File: src/rtl/mcu_ctrl_pkg.sv
// Offsets, reset values, timing counts and carrier types of the control register bank.
package mcu_ctrl_pkg;

  // Register offsets on the plain register port.
  localparam logic [7:0] OFS_PORT2_DIR = 8'hf6;
  localparam logic [7:0] OFS_PORT3_CFG = 8'hf7;
  localparam logic [7:0] OFS_PORT01    = 8'hf8;
  localparam logic [7:0] OFS_PRIO      = 8'hf9;
  localparam logic [7:0] OFS_PEND      = 8'hfa;
  localparam logic [7:0] OFS_MASK      = 8'hfb;
  localparam logic [7:0] OFS_FLAGS     = 8'hfc;
  localparam logic [7:0] OFS_WGP       = 8'hfd;
  localparam logic [7:0] OFS_SPH       = 8'hfe;
  localparam logic [7:0] OFS_SPL       = 8'hff;

  // Reset values; ports come up as inputs so nothing is driven before software decides.
  localparam logic [7:0] RST_PORT2_DIR = 8'hff;
  localparam logic [7:0] RST_PORT01    = 8'h4d;
  localparam logic [7:0] RST_BYTE      = 8'h00;

  // Field values of the two-bit port mode fields.
  localparam logic [1:0] MODE_OUT   = 2'h0;
  localparam logic [1:0] MODE_IN    = 2'h1;
  localparam logic [1:0] MODE_BUS   = 2'h2;
  localparam logic [1:0] MODE_FLOAT = 2'h3;

  // Interrupt layout: six requests, global enable in the top mask bit.
  localparam int NUM_REQ    = 6;
  localparam int MASK_GLOBAL = 7;

  // Timing: one input clock period is one clk period here.
  localparam int CLK_PERIOD_NS   = 8;
  localparam int INPUT_CLOCK_PERIOD_NS = 8;
  localparam int EXT_EXTRA_NS    = 2 * INPUT_CLOCK_PERIOD_NS;
  localparam int EXT_EXTRA_CYC   = (EXT_EXTRA_NS + CLK_PERIOD_NS - 1) / CLK_PERIOD_NS;
  localparam int DATA_NORM_CYC   = 2;
  localparam int DATA_EXT_CYC    = DATA_NORM_CYC + EXT_EXTRA_CYC;

  // Layout of port01_config, most significant field first.
  typedef struct packed {
    logic [1:0] p0HiMode;   // Upper four port 0 lines.
    logic       extTiming;  // Extended external memory timing.
    logic [1:0] p1Mode;     // Port 1 use.
    logic       stackInt;   // Stack in the internal register file.
    logic [1:0] p0LoMode;   // Lower four port 0 lines.
  } port01_s;

  // Plain register port from software.
  typedef struct packed {
    logic [7:0] addr;
    logic [7:0] wrData;
    logic       wrStb;
    logic       rdStb;
  } regbus_s;

  // External access request from the core.
  typedef struct packed {
    logic        req;
    logic        write;
    logic [15:0] addr;
    logic [7:0]  data;
  } extreq_s;

  // External memory bus pins.
  typedef struct packed {
    logic       addressStrobeN;
    logic       dataStrobeN;
    logic       readWriteN;
    logic       lowBusOutEn;
    logic [7:0] muxedLowBus;
    logic [7:0] addrHigh;
  } extbus_s;

  // Sequencer states of an external access.
  typedef enum logic [1:0] {SEQ_IDLE, SEQ_ADDR, SEQ_DATA, SEQ_END} seq_e;

endpackage

File: src/rtl/mcu_port_irq_control_regs.sv
// Upper control register bank: port modes, interrupt requests, stack pointer, external bus timing.
//
// Notes on behaviour
// - Port 2 direction one makes line input.
// - Port 2 direction zero makes line output.
// - Upper port 0 nibble: output, input, address.
// - Lower port 0 nibble: output, input, address.
// - Port 1: byte out, byte in, bus.
// - Port 1 mode 11 floats all bus lines.
// - Stack bit picks external or internal stack.
// - Extended timing adds two clocks per access.
// - Mode and priority registers are write only.
// - Request 0 stored; request 1 from edge.
// - Request 3 shared with serial receiver.
// - Pending requests readable and writable.
// - Stack pointer high byte readable, writable.
// - Stack pointer low byte readable, writable.
//
// Local design decision: strobed register access.
`timescale 1ns/1ps

module mcu_port_irq_control_regs (
  // Clock and reset.
  input  wire logic                       clk,
  input  wire logic                       reset,
  // Register port.
  input  wire mcu_ctrl_pkg::regbus_s      regBus,
  output logic [7:0]                      rdData,
  // External access request from the core.
  input  wire mcu_ctrl_pkg::extreq_s      extReq,
  output logic                            extDone,
  // External bus pins.
  output mcu_ctrl_pkg::extbus_s           extPins,
  output logic                            strobeOutEn,
  // Port line use.
  output logic [7:0]                      port2OutEn,
  output logic                            port0HiOutEn,
  output logic                            port0HiAddrSel,
  output logic                            port0LoOutEn,
  output logic                            port0LoAddrSel,
  output logic                            port1OutEn,
  // Stack, pointers and flags.
  output logic                            stackInternal,
  output logic [15:0]                     stackPointer,
  output logic [7:0]                      workingGroupPointer,
  output logic [7:0]                      conditionFlags,
  output logic [7:0]                      port3Config,
  output logic [7:0]                      interruptPriority,
  // Interrupt sources and output.
  input  wire logic [3:0]                 port3In,
  input  wire logic                       serialRxReady,
  input  wire logic                       serialTxDone,
  input  wire logic                       timer0Done,
  input  wire logic                       timer1Done,
  output logic                            irqOut
);

  ////////////////////////////////////////////////////////////////////////////////
  // State.

  // All state of the bank in one record.
  typedef struct packed {
    logic [7:0]                          port2Dir;   // One bit per port 2 line.
    logic [7:0]                          port3Cfg;   // Port 3 configuration.
    mcu_ctrl_pkg::port01_s               port01;     // Latest software setting.
    mcu_ctrl_pkg::port01_s               activeCfg;  // Setting the bus really uses.
    logic [7:0]                          prio;       // Interrupt priority.
    logic [mcu_ctrl_pkg::NUM_REQ-1:0]    pend;       // Pending requests.
    logic [7:0]                          mask;       // Request mask and global enable.
    logic [7:0]                          flags;      // Condition flags.
    logic [7:0]                          wgp;        // Working group pointer.
    logic [7:0]                          stack_pointer_high;        // Stack pointer high byte.
    logic [7:0]                          stack_pointer_low;        // Stack pointer low byte.
    logic [7:0]                          rdData;     // Read answer, one cycle only.
    mcu_ctrl_pkg::seq_e                  seq;        // External access phase.
    logic [2:0]                          cnt;        // Data phase cycles left.
    logic                                accWrite;   // Access direction.
    logic [7:0]                          accData;    // Write data of the access.
    logic                                done;       // Access finished pulse.
    mcu_ctrl_pkg::extbus_s               pins;       // Registered bus pins.
    logic [3:0]                          p3Sync1;    // First synchroniser stage.
    logic [3:0]                          p3Sync2;    // Second synchroniser stage.
    logic [3:0]                          p3Prev;     // Delayed copy for edge detection.
  } bank_s;

  bank_s s_r;   // Registered state.
  bank_s s_nxt; // Next state.

  logic [3:0]                       p3Fall;  // Falling edges on port 3 lines.
  logic [mcu_ctrl_pkg::NUM_REQ-1:0] events;  // Request sources this cycle.
  logic                             busFloat; // Port 1 mode floats the whole bus.

  ////////////////////////////////////////////////////////////////////////////////
  // Request sources.

  // Requests fire on falling edges of synchronised port 3 lines.
  // The delayed copy resets low, so a line idling high cannot fake an edge.
  assign p3Fall = s_r.p3Prev & ~s_r.p3Sync2;

  // Map sources onto request bits; several sources share a bit.
  // Shared sources are merged, so software cannot tell which one fired.
  always_comb begin
    events    = '0;
    events[0] = p3Fall[2];
    events[1] = p3Fall[3];
    events[2] = p3Fall[1];
    events[3] = p3Fall[0] | serialRxReady;
    events[4] = timer0Done | serialTxDone;
    events[5] = timer1Done;
  end

  ////////////////////////////////////////////////////////////////////////////////
  // Next state.

  // Register writes, reads, request capture and the access sequencer.
  always_comb begin
    s_nxt         = s_r;
    // One-cycle outputs fall back to rest unless set below.
    s_nxt.rdData  = mcu_ctrl_pkg::RST_BYTE;
    s_nxt.done    = 1'b0;
    // Two flip-flops tame the asynchronous port 3 pins before any use.
    s_nxt.p3Sync1 = port3In;
    s_nxt.p3Sync2 = s_r.p3Sync1;
    s_nxt.p3Prev  = s_r.p3Sync2;

    // Writes store the byte; unmapped offsets are ignored.
    // Write-only registers still store here; only their read path is closed.
    if (regBus.wrStb) begin
      case (regBus.addr)
        mcu_ctrl_pkg::OFS_PORT2_DIR: s_nxt.port2Dir = regBus.wrData;
        mcu_ctrl_pkg::OFS_PORT3_CFG: s_nxt.port3Cfg = regBus.wrData;
        mcu_ctrl_pkg::OFS_PORT01:    s_nxt.port01 = mcu_ctrl_pkg::port01_s'(regBus.wrData);
        mcu_ctrl_pkg::OFS_PRIO:      s_nxt.prio = regBus.wrData;
        mcu_ctrl_pkg::OFS_PEND:      s_nxt.pend = regBus.wrData[mcu_ctrl_pkg::NUM_REQ-1:0];
        mcu_ctrl_pkg::OFS_MASK:      s_nxt.mask = regBus.wrData;
        mcu_ctrl_pkg::OFS_FLAGS:     s_nxt.flags = regBus.wrData;
        mcu_ctrl_pkg::OFS_WGP:       s_nxt.wgp = regBus.wrData;
        mcu_ctrl_pkg::OFS_SPH:       s_nxt.stack_pointer_high = regBus.wrData;
        mcu_ctrl_pkg::OFS_SPL:       s_nxt.stack_pointer_low = regBus.wrData;
        default: begin
        end
      endcase
    end

    // A source event beats a software clear in the same cycle, so none is lost.
    s_nxt.pend = s_nxt.pend | events;

    // Reads answer next cycle; write-only and unmapped offsets read zero.
    // A read changes no state, so pending requests can be inspected safely.
    if (regBus.rdStb) begin
      case (regBus.addr)
        mcu_ctrl_pkg::OFS_PEND:  s_nxt.rdData = {2'h0, s_r.pend};
        mcu_ctrl_pkg::OFS_MASK:  s_nxt.rdData = s_r.mask;
        mcu_ctrl_pkg::OFS_FLAGS: s_nxt.rdData = s_r.flags;
        mcu_ctrl_pkg::OFS_WGP:   s_nxt.rdData = s_r.wgp;
        mcu_ctrl_pkg::OFS_SPH:   s_nxt.rdData = s_r.stack_pointer_high;
        mcu_ctrl_pkg::OFS_SPL:   s_nxt.rdData = s_r.stack_pointer_low;
        default:                 s_nxt.rdData = mcu_ctrl_pkg::RST_BYTE;
      endcase
    end

    // External access sequencer: address phase, data phase, recovery.
    case (s_r.seq)
      mcu_ctrl_pkg::SEQ_IDLE: begin
        // Mode changes are picked up only between accesses.
        s_nxt.activeCfg = s_r.port01;
        // A request is taken only here; a busy sequencer ignores it.
        if (extReq.req) begin
          s_nxt.seq                 = mcu_ctrl_pkg::SEQ_ADDR;
          s_nxt.accWrite            = extReq.write;
          s_nxt.accData             = extReq.data;
          s_nxt.pins.addressStrobeN = 1'b0;
          s_nxt.pins.readWriteN     = ~extReq.write;
          s_nxt.pins.muxedLowBus    = extReq.addr[7:0];
          s_nxt.pins.addrHigh       = extReq.addr[15:8];
          s_nxt.pins.lowBusOutEn    = (s_r.port01.p1Mode == mcu_ctrl_pkg::MODE_BUS);
        end
      end
      mcu_ctrl_pkg::SEQ_ADDR: begin
        // Data phase length depends on the timing bit of this access.
        // Write data replaces the address on the low bus in the data phase.
        s_nxt.seq                 = mcu_ctrl_pkg::SEQ_DATA;
        s_nxt.pins.addressStrobeN = 1'b1;
        s_nxt.pins.dataStrobeN    = 1'b0;
        s_nxt.cnt = s_r.activeCfg.extTiming ? 3'(mcu_ctrl_pkg::DATA_EXT_CYC - 1)
                                            : 3'(mcu_ctrl_pkg::DATA_NORM_CYC - 1);
        s_nxt.pins.muxedLowBus = s_r.accWrite ? s_r.accData : s_r.pins.muxedLowBus;
        s_nxt.pins.lowBusOutEn = s_r.accWrite && (s_r.activeCfg.p1Mode == mcu_ctrl_pkg::MODE_BUS);
      end
      mcu_ctrl_pkg::SEQ_DATA: begin
        // The counter holds the data strobe low for the chosen length.
        if (s_r.cnt == 3'h0) begin
          s_nxt.seq              = mcu_ctrl_pkg::SEQ_END;
          s_nxt.pins.dataStrobeN = 1'b1;
          s_nxt.pins.lowBusOutEn = 1'b0;
          s_nxt.done             = 1'b1;
        end else begin
          s_nxt.cnt = s_r.cnt - 3'h1;
        end
      end
      mcu_ctrl_pkg::SEQ_END: begin
        // One recovery cycle keeps back-to-back accesses apart.
        s_nxt.seq             = mcu_ctrl_pkg::SEQ_IDLE;
        s_nxt.pins.readWriteN = 1'b1;
      end
      default: begin
        s_nxt.seq = mcu_ctrl_pkg::SEQ_IDLE;
      end
    endcase
  end

  ////////////////////////////////////////////////////////////////////////////////
  // Registers.

  // Every field takes a constant under reset.
  // Strobes and the read/write line rest high so no access shows at start-up.
  always_ff @(posedge clk or posedge reset) begin
    if (reset) begin
      s_r                     <= '0;
      s_r.port2Dir            <= mcu_ctrl_pkg::RST_PORT2_DIR;
      s_r.port01              <= mcu_ctrl_pkg::port01_s'(mcu_ctrl_pkg::RST_PORT01);
      s_r.activeCfg           <= mcu_ctrl_pkg::port01_s'(mcu_ctrl_pkg::RST_PORT01);
      s_r.seq                 <= mcu_ctrl_pkg::SEQ_IDLE;
      s_r.pins.addressStrobeN <= 1'b1;
      s_r.pins.dataStrobeN    <= 1'b1;
      s_r.pins.readWriteN     <= 1'b1;
    end else begin
      s_r <= s_nxt;
    end
  end

  ////////////////////////////////////////////////////////////////////////////////
  // Outputs.

  // Port 0, port 1 and strobe enables decode the active copy, never the raw write, so an access
  // in flight keeps its pin use to the end.
  assign rdData              = s_r.rdData;
  assign extDone             = s_r.done;
  assign extPins             = s_r.pins;
  assign port2OutEn          = ~s_r.port2Dir;
  assign stackInternal       = s_r.activeCfg.stackInt;
  assign stackPointer        = {s_r.stack_pointer_high, s_r.stack_pointer_low};
  assign workingGroupPointer = s_r.wgp;
  assign conditionFlags      = s_r.flags;
  assign port3Config         = s_r.port3Cfg;
  assign interruptPriority   = s_r.prio;

  // Strobes are driven only in bus mode; mode 11 floats them with the bus.
  assign strobeOutEn = (s_r.activeCfg.p1Mode == mcu_ctrl_pkg::MODE_BUS);
  assign port1OutEn  = (s_r.activeCfg.p1Mode == mcu_ctrl_pkg::MODE_OUT);

  // True while port 1 mode asks the whole bus to float; a plain net keeps
  // the enables below sensitive to every change of the active mode.
  assign busFloat = (s_r.activeCfg.p1Mode == mcu_ctrl_pkg::MODE_FLOAT);

  // Port 0 nibbles: address use floats too when port 1 is in mode 11.
  assign port0HiAddrSel = s_r.activeCfg.p0HiMode[1];
  assign port0HiOutEn   = (s_r.activeCfg.p0HiMode == mcu_ctrl_pkg::MODE_OUT) |
                          (s_r.activeCfg.p0HiMode[1] & ~busFloat);
  assign port0LoAddrSel = s_r.activeCfg.p0LoMode[1];
  assign port0LoOutEn   = (s_r.activeCfg.p0LoMode == mcu_ctrl_pkg::MODE_OUT) |
                          (s_r.activeCfg.p0LoMode[1] & ~busFloat);

  // Level interrupt: any unmasked pending request while globally enabled.
  // Without the global enable nothing reaches the core, whatever the mask.
  assign irqOut = s_r.mask[mcu_ctrl_pkg::MASK_GLOBAL] &
                  (|(s_r.pend & s_r.mask[mcu_ctrl_pkg::NUM_REQ-1:0]));
endmodule

File: config.mk
export PLATFORM = sky130hd
export DESIGN_NAME = mcu_port_irq_control_regs
export DESIGN_NICKNAME = d
export VERILOG_FILES = /design/src/rtl/mcu_ctrl_pkg.sv /design/src/rtl/mcu_port_irq_control_regs.sv
export SDC_FILE = /design/constraint.sdc
export NUM_CORES = 1
export LEC_CHECK = 0
export ABC_AREA = 1
export BUFFER_PORTS_ARGS = -buffer_cell sky130_fd_sc_hd__clkbuf_2
export CAP_MARGIN = 0
export CORE_ASPECT_RATIO = 1.25
export CORE_MARGIN = 8
export CORE_UTILIZATION = 49
export DETAILED_ROUTE_END_ITERATION = 10
export GPL_ROUTABILITY_DRIVEN = 0
export PLACE_DENSITY_LB_ADDON = 0.05
export SKIP_CTS_REPAIR_TIMING = 1
export SYNTH_ARGS = -nofsm -noshare
export SYNTH_HDL_FRONTEND = slang
export SYNTH_SLANG_ARGS = --single-unit
File: constraint.sdc
create_clock -name clk -period 4.35 [get_ports clk]
set_input_delay 0.6525 -clock clk [delete_from_list [all_inputs] [get_ports clk]]
set_output_delay 0.6525 -clock clk [all_outputs]
set_load 0.01 [all_outputs]
==> results.sh, run 1 <==
export IMPL_cp_start_kind="flip-flop"
export IMPL_rows=47
export IMPL_period_share=0.497
export IMPL_yosysTopAreaCell="dfrtp_1"
export IMPL_die_w_um=118
export IMPL_syn_area_um2=6430
export IMPL_wl_per_cell_um=16.8
export IMPL_rsz0062_at_grt="false"
export IMPL_via_count=4800
export IMPL_ys_seq_elements=141
export IMPL_grt_pass1_vias=4949
export IMPL_drv_slew=0
export IMPL_yosys_top_cells_count="195 x nand2_1, 122 x dfrtp_1, 79 x buf_4, 66 x nand3_1, 60 x o21ai_0"
export IMPL_viasPerCell=4.95
export IMPL_min_period_ps=2160
export IMPL_final_seq_area_um2=3550
export IMPL_cts_sinks=141
export IMPL_clock_latency_ps=420
export IMPL_grt_pass1_wl_mm=26.3
export IMPL_hold_viol=0
export IMPL_grt_overflow=0
export IMPL_hold_path_class="in2reg"
export IMPL_drv_cap=0
export IMPL_drt_total_wl_mm=16.3
export IMPL_finalClockSkew_ps=10.6
export IMPL_endpoint_kind="flip-flop"
export IMPL_nFillCells=1240
export IMPL_worst_slew_pin_slew_ps=752
export IMPL_powerDensity_nw_per_um2=540
export IMPL_clock_fmax_ghz=0.463
export IMPL_drc=0
export IMPL_first_pass_iters=4
export IMPL_ir_drop_uv=277
export IMPL_core_area_um2=13100
export IMPL_synth_distinct_cells=33
export IMPL_synthFlopType="dfrtp_1"
export IMPL_netlist_area_leader_share=0.475
export IMPL_yosys_warnings=0
export IMPL_dp_slack_ps=2110
export IMPL_required_ps=4690
export IMPL_first_iter_violations=335
export IMPL_setup_slack_ps=2190
export IMPL_cts_buffers=17
export IMPL_multi_input_area_um2=2020
export IMPL_cts_tree="built"
export IMPL_syn_to_final_growth_pct=14.1
export IMPL_cts_max_level=4
export IMPL_tns_ps=0
export IMPL_start_util=0.492
export IMPL_synth_edf_count=0
export IMPL_syn_num_nets=774
export IMPL_drtAntennaViolNets=0
export IMPL_grt_start_max_net_pins=142
export IMPL_synth_area_top_cells="dfrtp_1 47%, nand2_1 11%, buf_4 9.2%, dfstp_2 7.8%, nand3_1 5.1%"
export IMPL_grtUsageTotal=0.197
export IMPL_root_buffer="clkbuf_16"
export IMPL_clockBufferDepth=2
export IMPL_syn_inst=714
export IMPL_outcome="finished, final reports clean"
export IMPL_finalSetupViolCount=0
export IMPL_synthArstFlopShare=1.00
export IMPL_antenna_found_initial=0
export IMPL_num_antenna_cells=0
export IMPL_final_util=0.562
export IMPL_critical_path_class="reg2reg"
export IMPL_yosysMostFrequentCell="nand2_1"
export IMPL_port_buffers=146
export IMPL_path_clk_slew_ps=60
export IMPL_relSlewSlack=0.498
export IMPL_fin_nets=845
export IMPL_dp_hpwl_mm=11.5
export IMPL_ios=147
export IMPL_worstPathArrival_ps=2500
export IMPL_p_leak_nw=3.68
export IMPL_dieArea_um2=17100
export IMPL_synth_yosys_seq_area_share=0.553
export IMPL_hold_worst_slack_ps=340
export IMPL_syn_mean_instance_area_um2=9.00
export IMPL_die_y_um=144
export IMPL_drive_gt1_frac=0.274
export IMPL_critPathMaxFanout=20
[cell families (layout without fill, tap and decap cells)]
| family | count (synthesis) | in the layout | share of synthesized area |
|---|---|---|---|
| xor gates and xnor gates | 1 | 1 | 0.00136 |
| DFF | 141 | 141 | 0.553 |
| adders and majority gates | 6 | 6 | 0.0117 |
| and+or+nand+nor | 313 | 313 | 0.209 |
| AOI/OAI and AO/OA | 110 | 110 | 0.0925 |
| buffers and inverters | 143 | 227 | 0.133 |
[sequential cells by signal, summed over array words and instances (netlist names)]
signal and cells:
conditionFlags 8, extDone 1, extPins 20, interruptPriority 8
port0HiAddrSel 1, port0LoAddrSel 1, port3Config 8, rdData 8
s_nxt 8, s_r 53, stackInternal 1, stackPointer 16
workingGroupPointer 8
[cell usage in the layout (no fill, tap or decap)]
cell and n:
a211oi_1 1, a21oi_1 6, a21oi_2 1, a22oi_1 1, a2bb2oi_1 1, a31oi_1 8, a41oi_1 1, buf_12 1
buf_4 2, bufinv_16 3, clkbuf_16 17, clkbuf_2 146, clkbuf_8 1, clkinv_1 3, clkinv_2 3, clkinvlp_4 5
dfrtp_1 122, dfstp_2 19, ha_1 6, inv_1 40, inv_2 3, inv_6 3, nand2_1 195, nand2_2 4
nand2_4 1, nand3_1 66, nand3_2 3, nand4_1 3, nor2_1 31, nor2_2 3, nor2_4 4, nor3_1 3
o211ai_1 6, o21ai_0 60, o21ai_1 24, o31ai_1 1, xor2_1 1
[path summary, 6_finish.rpt]
path	startpoint	endpoint	slack, ps	cells past startpoint
setup / recovery	s_r[45]	extPins[17]	2190	7
hold / removal	port3In[1]	s_nxt[5]	340	1
setup reg to reg	s_r[45]	extPins[17]	2190	7
hold reg to reg	s_nxt[5]	s_nxt[1]	350	0
max in group asynchronous	reset	rdData[6]	3350	3
min in group asynchronous	reset	port3Config[1]	430	3
[worst max-delay path: stages, from the launching register on]
cell and delay (ps):
dfrtp_1 390, inv_1 90, ha_1 350, nand2_1 110
buf_4 240, clkinv_1 470, a211oi_1 360, nor2_1 70
[per-layer routing]
| metal | vias to the layer above | routed length [µm] | global-route usage |
|---|---|---|---|
| met4 | 0 | 285 | 0.0754 |
| met3 | 18 | 1010 | 0.0539 |
| met1 | 2245 | 6770 | 0.230 |
| met2 | 153 | 8200 | 0.340 |
| li1 | 2384 | - | - |
| met5 | - | 0 | 0 |
[area by class of cell]
cell class / instances / share of cell area
sequential: 141 / 0.484
multi-input combinational: 430 / 0.276
timing repair buffer: 149 / 0.104
clock buffer: 18 / 0.0599
tap: 171 / 0.0292
inverter: 46 / 0.0241
clock inverter: 14 / 0.0225
[report_power, final]
group	switching (mW)	leakage, nW	internal (mW)
combinational	0.523	1.62	0.296
clock	0.570	0.287	0.917
sequential	0.118	1.78	1.54
total	1.21	3.68	2.75
[stage by stage]
stage          power [mW]  area (µm²)  std cells
2_1_floorplan        2.34        6430        714
3_3_place_gp         2.48        6730        937
3_5_place_dp         2.51        6730        937
4_1_cts              4.00        7330        969
5_1_grt              4.19        7330        969
6_report             3.96        7330        969
Power figures use the tool's default switching activity.
==> inputs of run 2 (changes only) <==
==> constraint.sdc (replaced) <==
create_clock -name clk -period 1.9 [get_ports clk]
set_input_delay 0.285 -clock clk [delete_from_list [all_inputs] [get_ports clk]]
set_output_delay 0.285 -clock clk [all_outputs]
set_load 0.01 [all_outputs]
==> run 2 against run 1 <==
Final area up 1.7%. Count of clock-buffer cells in the layout rose by 8. Wire length is 1.3% lower. Sequential share of layout area decreased by 0.79 points. Global-route usage down 0.43 points. Die area unchanged. First-iteration DRC count is 22% higher. Core utilization increased by 0.93 points. Worst hold slack worse by 270 ps. Register-to-register slack got worse by 1900 ps. Clock power up 120%. Via count up 2.6%. Critical path type is now reg2out. Highest routed layer unchanged.
==> results.sh, run 2 (synthesized netlist as in run 1, its figures left out) <==
export IMPL_start_util=0.492
export IMPL_layout_commonest_cell="nand2_1"
export IMPL_relSlewSlack=0.621
export IMPL_via_count=4927
export IMPL_top_register="s_r"
export IMPL_pwr_share_clk=0.359
export IMPL_grt_pass1_vias=4927
export IMPL_first_iter_violations=409
export IMPL_rows=47
export IMPL_min_period_ps=1670
export IMPL_hold_path_class="in2reg"
export IMPL_finalSetupViolCount=0
export IMPL_powerDensity_nw_per_um2=1200
export IMPL_most_common_layout_cells="195 x nand2_1, 146 x clkbuf_2, 122 x dfrtp_1"
export IMPL_root_buffer="clkbuf_16"
export IMPL_cp_start_kind="flip-flop"
export IMPL_switching_share=0.297
export IMPL_internal_power_mw=6.30
export IMPL_cts_buffers=17
export IMPL_num_antenna_cells=0
export IMPL_clock_latency_ps=410
export IMPL_worst_slew_pin_slew_ps=567
export IMPL_drt_total_wl_mm=16.1
export IMPL_cts_tree="built"
export IMPL_nFillCells=1222
export IMPL_multi_input_area_um2=2020
export IMPL_dp_hpwl_mm=11.8
export IMPL_first_pass_iters=5
export IMPL_drc=0
export IMPL_seqPwrFrac=0.422
export IMPL_p_leak_nw=3.75
export IMPL_grt_overflow=0
export IMPL_fin_nets=860
export IMPL_path_clk_slew_ps=60
export IMPL_syn_to_final_growth_pct=16.0
export IMPL_antenna_found_initial=0
export IMPL_critPathMaxFanout=3
export IMPL_period_share=0.877
export IMPL_largest_register_ff_count=53
export IMPL_die_y_um=144
export IMPL_core_area_um2=13100
export IMPL_final_util=0.571
export IMPL_viasPerCell=5.01
export IMPL_r2r_start="s_r[45]"
export IMPL_critical_path_class="reg2out"
export IMPL_setup_slack_ps=233
export IMPL_worstPathArrival_ps=1380
export IMPL_drive_gt1_frac=0.276
export IMPL_ir_drop_uv=541
export IMPL_grt_pass1_wl_mm=25.7
export IMPL_wl_per_cell_um=16.3
export IMPL_dieArea_um2=17100
export IMPL_p_total_mw=8.97
export IMPL_tns_ps=0
export IMPL_rsz0062_at_grt="false"
export IMPL_crit_start="s_r[97]"
export IMPL_cts_max_level=4
export IMPL_required_ps=1620
export IMPL_dp_slack_ps=270
export IMPL_hold_viol=0
export IMPL_hp_start="extReq[22]"
export IMPL_finalClockSkew_ps=9.55
export IMPL_clock_fmax_ghz=0.600
export IMPL_die_w_um=118
export IMPL_drv_slew=0
export IMPL_endpoint_kind="primary output"
export IMPL_switchingPower_mw=2.66
export IMPL_drtAntennaViolNets=0
export IMPL_clockBufferDepth=2
export IMPL_drv_cap=0
export IMPL_final_seq_area_um2=3550
export IMPL_ios=147
export IMPL_combPwrFrac=0.219
export IMPL_grt_start_max_net_pins=52
export IMPL_outcome="finished, final reports clean"
export IMPL_port_buffers=146
export IMPL_grtUsageTotal=0.192
export IMPL_cts_sinks=141
==> run 2: cell types whose count changed in the layout (fill, tap and decap cells not counted), moves of 2 or more <==
cell           change
buf_4              +8
clkinvlp_4         -3
clkbuf_8           +2
clkbuf_1           +6
inv_6              -3
buf_12             +2
dlygate4sd3_1      +5
==> run 2: critical path, cell delays in order (launching register included) <==
cell	delay (ps)
dfrtp_1	400
nand2_1	70
nand2_1	70
a21oi_1	40
a41oi_1	210
clkbuf_2	180
==> run 2: layout make-up <==
cell class / count / area share
Sequential cell: 141 / 0.477
Multi-Input combinational cell: 430 / 0.271
Timing Repair Buffer: 164 / 0.123
Clock buffer: 26 / 0.0656
Tap cell: 171 / 0.0287
Inverter: 46 / 0.0237
Clock inverter: 6 / 0.0116
==> run 2: power by group through the flow <==
stage               clock [mW]  sequential (mW)  combinational [mW]
finish                    3.22             3.79                1.96
global route              3.42             3.84                2.24
CTS                       3.27             3.79                1.99
detailed placement           0             3.84                1.98
global placement             0             3.82                1.91
floorplan                    0             3.77                1.58
==> run 2: path summary, 6_finish.rpt <==
check                                      end  slack (ps)  depth (start not counted)
worst max-delay path                    irqOut         230                          5
worst min-delay path                extPins[6]          70                          3
max in group asynchronous          extPins[19]         760                          4
worst min register to register        s_nxt[2]         350                          0
worst max register to register         s_r[46]         250                          8
min in group asynchronous       port3Config[5]         480                          3
==> run 2: metrics by stage <==
step           hold WS [ps]  instance area, µm²  instances
6_report               68.2                7450        984
5_1_grt                63.3                7450        984
4_1_cts               -71.3                7400        979
3_5_place_dp            336                6830        947
3_3_place_gp            332                6830        947
2_1_floorplan           316                6430        714
==> run 2: routing by layer <==
| layer | up-vias | share of wire | GRT usage |
|---|---|---|---|
| met3 | 22 | 0.058 | 0.0559 |
| met1 | 2326 | 0.42 | 0.227 |
| met4 | 0 | 0.016 | 0.0640 |
| met5 | - | 0 | 0 |
| li1 | 2412 | - | - |
| met2 | 167 | 0.50 | 0.332 |
